===== src/design/rsma_defines.vh =====
// Notes on behaviour
// - Front switch run/stop sets running state
// - Control register picks run input among sixteen, eight on small units
// - Run input on gives running unless a remote override holds
// - Remote run/stop commands force state
// - Power-up clears any remote override
// - Local stop-then-run or remote run resumes
`ifndef RSMA_DEFINES_VH
`define RSMA_DEFINES_VH
// ==========================================
// Register map
`define RSMA_ADDR_W 4
`define RSMA_REG_CTRL 4'h0
`define RSMA_REG_STAT 4'h1
// ==========================================
// Control fields
`define RSMA_CTRL_SEL_LSB 0
`define RSMA_CTRL_SEL_MSB 3
`define RSMA_CTRL_RUN_BIT 8
`define RSMA_CTRL_STOP_BIT 9
`define RSMA_SEL_RST 4'h0
// ==========================================
// Status fields
`define RSMA_STAT_RUN_BIT 0
`define RSMA_STAT_OVR_BIT 1
`define RSMA_STAT_OVRRUN_BIT 2
`define RSMA_STAT_LOCAL_BIT 3
`define RSMA_STAT_SW_BIT 4
`define RSMA_STAT_IN_BIT 5
`endif

===== src/design/rsma_arbiter.v =====
`timescale 1ns/10ps
`include "rsma_defines.vh"
module rsma_arbiter #(
  parameter NUM_INPUTS = 16,
  parameter SMALL_UNIT = 0
) (
  input wire clk_i,
  input wire srst_i,
  input wire run_switch_i,
  input wire [NUM_INPUTS-1:0] general_input_i,
  input wire [`RSMA_ADDR_W-1:0] addr_i,
  input wire [31:0] wdata_i,
  input wire wr_i,
  input wire rd_i,
  output reg [31:0] rdata_o,
  output reg running_o
);

  localparam SEL_W = 4;

  // ==========================================
  // Declarations
  reg sw_meta_r;
  reg sw_sync_r;
  reg sw_prev_r;
  reg in_prev_r;
  reg [SEL_W-1:0] sel_r;
  reg [SEL_W-1:0] sel_nxt;
  reg ovr_r;
  reg ovr_nxt;
  reg ovr_run_r;
  reg ovr_run_nxt;
  reg [31:0] ctrl_word;
  reg [31:0] stat_word;
  reg [31:0] rdata_nxt;
  wire [NUM_INPUTS-1:0] in_sync_w;
  wire [SEL_W-1:0] sel_eff;
  wire run_in;
  wire local_run;
  wire sw_rise;
  wire in_rise;
  wire local_go;
  wire ctrl_wr;
  wire rem_run;
  wire rem_stop;
  wire run_nxt;

  // ==========================================
  // Front switch synchroniser
  always @(posedge clk_i) begin
    if (srst_i) begin
      sw_meta_r <= 1'b0;
      sw_sync_r <= 1'b0;
    end else begin
      sw_meta_r <= run_switch_i;
      sw_sync_r <= sw_meta_r;
    end
  end

  // ==========================================
  // General input synchronisers
  // One flop pair per input, so any of the sixteen can be chosen later, the first eight on small units
  genvar gi;
  generate
    for (gi = 0; gi < NUM_INPUTS; gi = gi + 1) begin : g_in_sync
      reg meta_r;
      reg sync_r;

      always @(posedge clk_i) begin
        if (srst_i) begin
          meta_r <= 1'b0;
          sync_r <= 1'b0;
        end else begin
          meta_r <= general_input_i[gi];
          sync_r <= meta_r;
        end
      end

      assign in_sync_w[gi] = sync_r;
    end
  endgenerate

  // ==========================================
  // Run input selection
  // Small units reach only the first eight inputs
  assign sel_eff = SMALL_UNIT ? {1'b0, sel_r[2:0]} : sel_r;
  assign run_in = in_sync_w[sel_eff];
  assign local_run = sw_sync_r | run_in;

  // ==========================================
  // Stop-to-run edges of the local sources
  assign sw_rise = sw_sync_r & ~sw_prev_r;
  assign in_rise = run_in & ~in_prev_r;
  assign local_go = sw_rise | in_rise;

  always @(posedge clk_i) begin
    if (srst_i) begin
      sw_prev_r <= 1'b0;
      in_prev_r <= 1'b0;
    end else begin
      sw_prev_r <= sw_sync_r;
      // Follows the selected input: a new selection fakes an edge if the new input is high and the old one low
      in_prev_r <= run_in;
    end
  end

  // ==========================================
  // Command decode
  assign ctrl_wr = wr_i && (addr_i == `RSMA_REG_CTRL);
  assign rem_run = ctrl_wr && wdata_i[`RSMA_CTRL_RUN_BIT];
  assign rem_stop = ctrl_wr && wdata_i[`RSMA_CTRL_STOP_BIT];

  // ==========================================
  // Run input select register
  always @* begin
    sel_nxt = sel_r;
    if (ctrl_wr) begin
      sel_nxt = wdata_i[`RSMA_CTRL_SEL_MSB:`RSMA_CTRL_SEL_LSB];
    end
  end

  always @(posedge clk_i) begin
    if (srst_i) begin
      sel_r <= `RSMA_SEL_RST;
    end else begin
      sel_r <= sel_nxt;
    end
  end

  // ==========================================
  // Remote override
  // Stop wins when both command bits come together; a command
  // also wins over a local edge in the same cycle.
  always @* begin
    ovr_nxt = ovr_r;
    ovr_run_nxt = ovr_run_r;
    if (rem_stop) begin
      ovr_nxt = 1'b1;
      ovr_run_nxt = 1'b0;
    end else if (rem_run) begin
      ovr_nxt = 1'b1;
      ovr_run_nxt = 1'b1;
    end else if (local_go) begin
      ovr_nxt = 1'b0;
      ovr_run_nxt = 1'b0;
    end
  end

  always @(posedge clk_i) begin
    if (srst_i) begin
      ovr_r <= 1'b0;
      ovr_run_r <= 1'b0;
    end else begin
      ovr_r <= ovr_nxt;
      ovr_run_r <= ovr_run_nxt;
    end
  end

  // ==========================================
  // Running state
  assign run_nxt = ovr_r ? ovr_run_r : local_run;

  always @(posedge clk_i) begin
    if (srst_i) begin
      running_o <= 1'b0;
    end else begin
      running_o <= run_nxt;
    end
  end

  // ==========================================
  // Read words
  always @* begin
    ctrl_word = 32'h00000000;
    ctrl_word[`RSMA_CTRL_SEL_MSB:`RSMA_CTRL_SEL_LSB] = sel_r;
    stat_word = 32'h00000000;
    stat_word[`RSMA_STAT_RUN_BIT] = running_o;
    stat_word[`RSMA_STAT_OVR_BIT] = ovr_r;
    stat_word[`RSMA_STAT_OVRRUN_BIT] = ovr_run_r;
    stat_word[`RSMA_STAT_LOCAL_BIT] = local_run;
    stat_word[`RSMA_STAT_SW_BIT] = sw_sync_r;
    stat_word[`RSMA_STAT_IN_BIT] = run_in;
  end

  // ==========================================
  // Read port
  // Data stand one cycle only, zero otherwise
  always @* begin
    rdata_nxt = 32'h00000000;
    if (rd_i) begin
      case (addr_i)
        `RSMA_REG_CTRL: begin
          rdata_nxt = ctrl_word;
        end
        `RSMA_REG_STAT: begin
          rdata_nxt = stat_word;
        end
        default: begin
          rdata_nxt = 32'h00000000;
        end
      endcase
    end
  end

  always @(posedge clk_i) begin
    if (srst_i) begin
      rdata_o <= 32'h00000000;
    end else begin
      rdata_o <= rdata_nxt;
    end
  end

endmodule // rsma_arbiter


===== config.mk =====
export PLATFORM = sky130hd
export DESIGN_NAME = rsma_arbiter
export DESIGN_NICKNAME = d
export VERILOG_FILES = /design/src/design/rsma_arbiter.v
export VERILOG_INCLUDE_DIRS = /design/src /design/src/design
export SDC_FILE = /design/constraint.sdc
export NUM_CORES = 1
export LEC_CHECK = 0
export BUFFER_PORTS_ARGS = -buffer_cell sky130_fd_sc_hd__buf_2
export CORE_MARGIN = 2
export CORE_UTILIZATION = 45
export CTS_CLUSTER_SIZE = 30
export DETAILED_ROUTE_END_ITERATION = 8
export GPL_TIMING_DRIVEN = 0
export HOLD_SLACK_MARGIN = 0.02
export PLACE_DENSITY_LB_ADDON = 0.1
export SETUP_SLACK_MARGIN = 0.3
export SLEW_MARGIN = 15
export SYNTH_ARGS = -nofsm -noshare
export SYNTH_HDL_FRONTEND = slang
export SYNTH_SLANG_ARGS = --single-unit

===== constraint.sdc =====
create_clock -name clk_i -period 2.3 [get_ports clk_i]
set_input_delay 0.23 -clock clk_i [delete_from_list [all_inputs] [get_ports clk_i]]
set_output_delay 0.23 -clock clk_i [all_outputs]
set_load 0.005 [all_outputs]

==> impl_metrics.env, run 1 <==
export IMPL_timing_hold_violations_final=0
export IMPL_drv_slew=0
export IMPL_cts_buffers=5
export IMPL_routed_wl_um=2590
export IMPL_syn_avg_cell_area_um2=10.7
export IMPL_synth_area_mm2=0.00183
export IMPL_cts_setup_buffers=0
export IMPL_crit_path_end_kind="flip-flop"
export IMPL_cp_arrival_ns=2.00
export IMPL_grt_use_total=0.121
export IMPL_power_density_mw_per_mm2=659
export IMPL_wire_per_inst_um=8.96
export IMPL_remaining_drc_errors=0
export IMPL_first_iter_violations=48
export IMPL_irDropWorstVdd_uv=392
export IMPL_syn_inst=171
export IMPL_cts_path_max_buffers=2
export IMPL_io_buffers=35
export IMPL_cts_tree="yes"
export IMPL_power_mw=1.48
export IMPL_synth_largest_area_cell="dfxtp_1"
export IMPL_dr_total_vias=1160
export IMPL_grt_start_max_net_pins=15
export IMPL_netlist_top_cells_count="49 x dfxtp_1, 36 x nor2b_1, 26 x buf_4"
export IMPL_synth_warning_count=0
export IMPL_timing_final_ws_setup_ns=0.471
export IMPL_critPathMaxFanout=6
export IMPL_seq_area_frac_synth=0.535
export IMPL_synth_most_common_cell="dfxtp_1"
export IMPL_cts_num_sinks=49
export IMPL_maxCapViolations=0
export IMPL_setup_worst_path_start_class="flip-flop"
export IMPL_yosys_top_cells_area="dfxtp_1 53%, nor2b_1 12%, buf_4 11%"
export IMPL_core_mm2=0.00397
export IMPL_ctsHoldBuffers=0
export IMPL_hpwl_um=1980
export IMPL_yosys_area_top_type_share=0.535
export IMPL_multi_input_comb_area_um2=699
export IMPL_dpl_cell_area_mm2=0.00217
export IMPL_max_freq_mhz=547
export IMPL_antenna_found_initial=0
export IMPL_p_leak_nw=1.05
export IMPL_h_tree_depth=2
export IMPL_grt_first_pass_wirelength_um=3950
export IMPL_synthFlopType="dfxtp_1"
export IMPL_gp_congestion=0.739
export IMPL_start_util=0.462
export IMPL_seq_area_um2=981
export IMPL_rsz0062_at_grt="no"
export IMPL_cts_clk_slew_worst_paths_ns=0.08
export IMPL_synth_edf_count=0
export IMPL_ys_types=26
export IMPL_setup_tns_ns=0
export IMPL_die_area_mm2=0.00460
export IMPL_cts_resized=0
export IMPL_dp_slack_ns=0.478
export IMPL_crit_required_ns=2.47
export IMPL_drt_pass1_iter_count=2
export IMPL_fin_area_mm2=0.00225
export IMPL_crit_type="reg2reg"
export IMPL_clkLatencyLatePin_ns=0.30
export IMPL_hp_class="in2reg"
export IMPL_period_share=0.795
export IMPL_period_minus_slack_ns=1.83
export IMPL_layout_nets=295
export IMPL_die_h_um=67.8
export IMPL_ant_nets=0
export IMPL_io_pins=90
export IMPL_rows=23
export IMPL_grt_overflow=0
export IMPL_fill_cells=373
export IMPL_ys_ff_latch=49
export IMPL_async_reset_ff_frac=0
export IMPL_setup_violations=0
export IMPL_status="finished, final reports clean"
export IMPL_syn_to_final_growth_pct=22.6
export IMPL_layout_drive_gt1_share=0.305
export IMPL_diodes=0
export IMPL_fin_skew_ns=0.00811
export IMPL_die_w_um=67.8
export IMPL_grt_pass1_vias=930
export IMPL_avgViaCountPerCell=4.01
export IMPL_cts_root_buf="clkbuf_8"
-- power breakdown --
part	switching, mW	internal (mW)
sequential	0.00743	0.879
combinational	0.0523	0.0745
clock	0.258	0.211
-- placed cells by master, fill, tap and decap left out, types with 2 or more instances in the layout --
cell type   n
dfxtp_1    49
nor2b_1    36
buf_2      35
buf_4      26
conb_1     26
nor2_1      9
nand2_1     9
clkbuf_1    8
clkbuf_8    5
inv_1       4
mux4_1      4
a21oi_1     4
nor3_1      3
mux2i_1     3
mux2_2      2
nand3_1     2
clkinv_2    2
-- worst paths after layout --
path,from,endpoint,slack [ns],depth (start not counted)
max,sel_eff[0],rdata_o[3],0.47,5
min,general_input_i[9],g_in_sync[9].meta_r,0.14,2
max reg2reg,sel_eff[0],rdata_o[3],0.47,5
min reg2reg,g_in_sync[5].meta_r,g_in_sync[5].sync_r,0.44,1
-- final cells by class --
cell class / instances / area share
multi-input cells: 109 / 0.311
repair buffers: 35 / 0.0779
plain buffers: 34 / 0.104
well taps: 50 / 0.0278
flip-flops and latches: 49 / 0.436
clock inverters: 2 / 0.00445
clock buffers: 6 / 0.0323
inverters: 4 / 0.00668
-- worst max-delay path, cell delays in order (launching register included) --
cell and delay (ns):
dfxtp_1 0.33, buf_6 0.13, mux4_1 0.58, mux2_2 0.31, mux2i_4 0.24, a311oi_1 0.12
-- metal layers --
layer  vias up  track usage  part of all wire
met2        45        0.192              0.46
met3         7       0.0411             0.093
met1       474        0.137              0.43
met4         0       0.0825             0.023
met5         -            0                 0
li1        634            -                 -
-- flip-flops by register name, indices dropped and copies added, names as in the netlist --
name and count:
ovr_run_r 1, g_in_sync.meta_r 16, ovr_r 1, sw_meta_r 1, sel_eff 4, in_prev_r 1
sw_prev_r 1, g_in_sync.sync_r 16, sw_sync_r 1, running_o 1, rdata_o 6
-- logic make-up (layout without fill, tap and decap cells) --
logic type             after synthesis  after routing  share of synthesized area
buffers and inverters               38             81                      0.135
AO/OA/AOI/OAI                       11             11                     0.0457
other                                1             26                    0.00204
multiplexers                        10             10                     0.0982
flip-flops                          49             49                      0.535
AND/OR/NAND/NOR                     62             62                      0.184
-- stage by stage --
stage / hold WS (ns) / util / cells
4_1_cts: 0.128 / 0.566 / 289
2_1_floorplan: 0.358 / - / 196
5_1_grt: 0.123 / 0.566 / 289
3_5_place_dp: 0.420 / 0.545 / 281
3_3_place_gp: 0.420 / 0.545 / 281
6_report: 0.135 / 0.566 / 289
No activity file was read; power rests on OpenSTA's default activity.
==> inputs of run 2 (changes only) <==
- CORE_UTILIZATION: 45 -> 40
- clock period: 2.3 -> 1.5 ns (I/O delays scaled with it)
==> run 2 against run 1 <==
Register-to-register slack worse by 0.70 ns. Via count is 0.34% lower. Cell area increased by 0.22%. Clock power up 52%. Non-clock buffer count rose by 1. Maximum frequency is 6.0% higher. First-iteration DRC count is 40% lower. The run now ends with negative setup slack left. Combinational power rose by 55%. Clock skew is essentially flat. Routed wire length grew 3.7%.
==> impl_metrics.env, run 2 (same netlist as run 1, synthesis figures left out) <==
export IMPL_core_mm2=0.00438
export IMPL_cts_clk_slew_worst_paths_ns=0.08
export IMPL_hpwl_um=2080
export IMPL_power_density_mw_per_mm2=1010
export IMPL_cts_path_max_buffers=2
export IMPL_start_util=0.418
export IMPL_violations="negative setup slack"
export IMPL_drv_slew=0
export IMPL_final_common_cell="dfxtp_1"
export IMPL_crit_type="reg2reg"
export IMPL_ctsHoldBuffers=0
export IMPL_io_buffers=35
export IMPL_h_tree_depth=2
export IMPL_grt_first_pass_wirelength_um=4200
export IMPL_hp_class="in2reg"
export IMPL_maxCapViolations=0
export IMPL_holdWs_ns=0.0623
export IMPL_die_h_um=71.7
export IMPL_timing_final_ws_setup_ns=-0.226
export IMPL_multi_input_comb_area_um2=692
export IMPL_clkLatencyLatePin_ns=0.29
export IMPL_syn_to_final_growth_pct=22.9
export IMPL_period_minus_slack_ns=1.73
export IMPL_status="finished, violations left"
export IMPL_period_share=1.15
export IMPL_antenna_found_initial=0
export IMPL_diodes=0
export IMPL_crit_required_ns=1.66
export IMPL_wire_per_inst_um=9.20
export IMPL_setup_violations=6
export IMPL_use_met3=0.0422
export IMPL_io_pins=90
export IMPL_p_leak_nw=1.03
export IMPL_fill_cells=424
export IMPL_layout_common_cells="48 x dfxtp_1, 36 x nor2b_1, 35 x buf_2, 27 x buf_4, 26 x conb_1"
export IMPL_crit_path_end_kind="flip-flop"
export IMPL_avgViaCountPerCell=3.96
export IMPL_setup_worst_path_start_class="flip-flop"
export IMPL_timing_hold_violations_final=0
export IMPL_largest_registers="g_in_sync.meta_r x16, g_in_sync.sync_r x16, rdata_o x6"
export IMPL_cts_buffers=5
export IMPL_cp_arrival_ns=1.88
export IMPL_gp_congestion=0.764
export IMPL_seq_area_um2=982
export IMPL_remaining_drc_errors=0
export IMPL_use_met1=0.126
export IMPL_grt_use_total=0.106
export IMPL_irDropWorstVdd_uv=658
export IMPL_drt_pass1_iter_count=4
export IMPL_layout_drive_gt1_share=0.325
export IMPL_cts_root_buf="clkbuf_8"
export IMPL_critPathMaxFanout=6
export IMPL_rows=24
export IMPL_fin_skew_ns=0.00762
export IMPL_max_freq_mhz=579
export IMPL_routed_wl_um=2690
export IMPL_power_mw=2.27
export IMPL_die_area_mm2=0.00514
export IMPL_utilization=0.514
export IMPL_top_usage_layer="met2"
export IMPL_dr_total_vias=1156
export IMPL_cts_resized=0
export IMPL_grt_start_max_net_pins=15
export IMPL_grt_overflow=0
export IMPL_first_iter_violations=29
export IMPL_layout_nets=296
export IMPL_grtUsageMet2=0.172
export IMPL_rsz0062_at_grt="yes"
export IMPL_cts_tree="yes"
export IMPL_ant_nets=0
export IMPL_die_w_um=71.7
export IMPL_cts_num_sinks=49
export IMPL_grt_pass1_vias=969
## run 2: cell type report
cell class / count / area share
Timing Repair Buffer: 36 / 0.0811
Clock buffer: 7 / 0.0339
Multi-Input combinational cell: 109 / 0.307
Buffer: 34 / 0.103
Clock inverter: 1 / 0.00333
Sequential cell: 49 / 0.436
Tap cell: 52 / 0.0289
Inverter: 4 / 0.00666
## run 2: layer usage
metal  vias to the layer above  part of all wire
met5                         -                 0
met4                         0             0.013
met3                         5              0.10
met2                        50              0.44
met1                       471              0.44
li1                        630                 -
## run 2: timing repair
item / in CTS / in global routing
gates cloned: 0 / 0
pin swaps: 2 / 1
buffers inserted: 1 / 0
setup endpoints to repair: 6 / 6
## run 2: worst max-delay path, stage by stage, from the launching register on
cell      delay [ns]
dfxtp_2         0.33
buf_6           0.12
mux4_2          0.51
mux2_4          0.30
mux2i_4         0.23
a311oi_1        0.12
## run 2: path summary, 6_finish.rpt
check,endpoint,start,slack (ns),cells after the start
setup / recovery,rdata_o[3],sel_eff[0],-0.23,5
hold / removal,g_in_sync[10].meta_r,general_input_i[10],0.06,2
setup reg to reg,rdata_o[3],sel_eff[0],-0.23,5
hold reg to reg,g_in_sync[11].sync_r,g_in_sync[11].meta_r,0.44,1
## run 2: stage by stage
step	setup TNS [ns]	cells	area, µm²	setup WS (ns)
floorplan	-0.504	196	1920	-0.116
global placement	-1.33	283	2160	-0.262
CTS	-1.32	292	2250	-0.254
finish	-1.15	292	2250	-0.226
global route	-1.68	292	2250	-0.319
detailed placement	-1.36	283	2160	-0.265
## run 2: power by group
group          internal [mW]  switching (mW)
Clock                  0.330           0.382
Combinational          0.117          0.0806
Sequential              1.35          0.0128
Total                   1.79           0.475
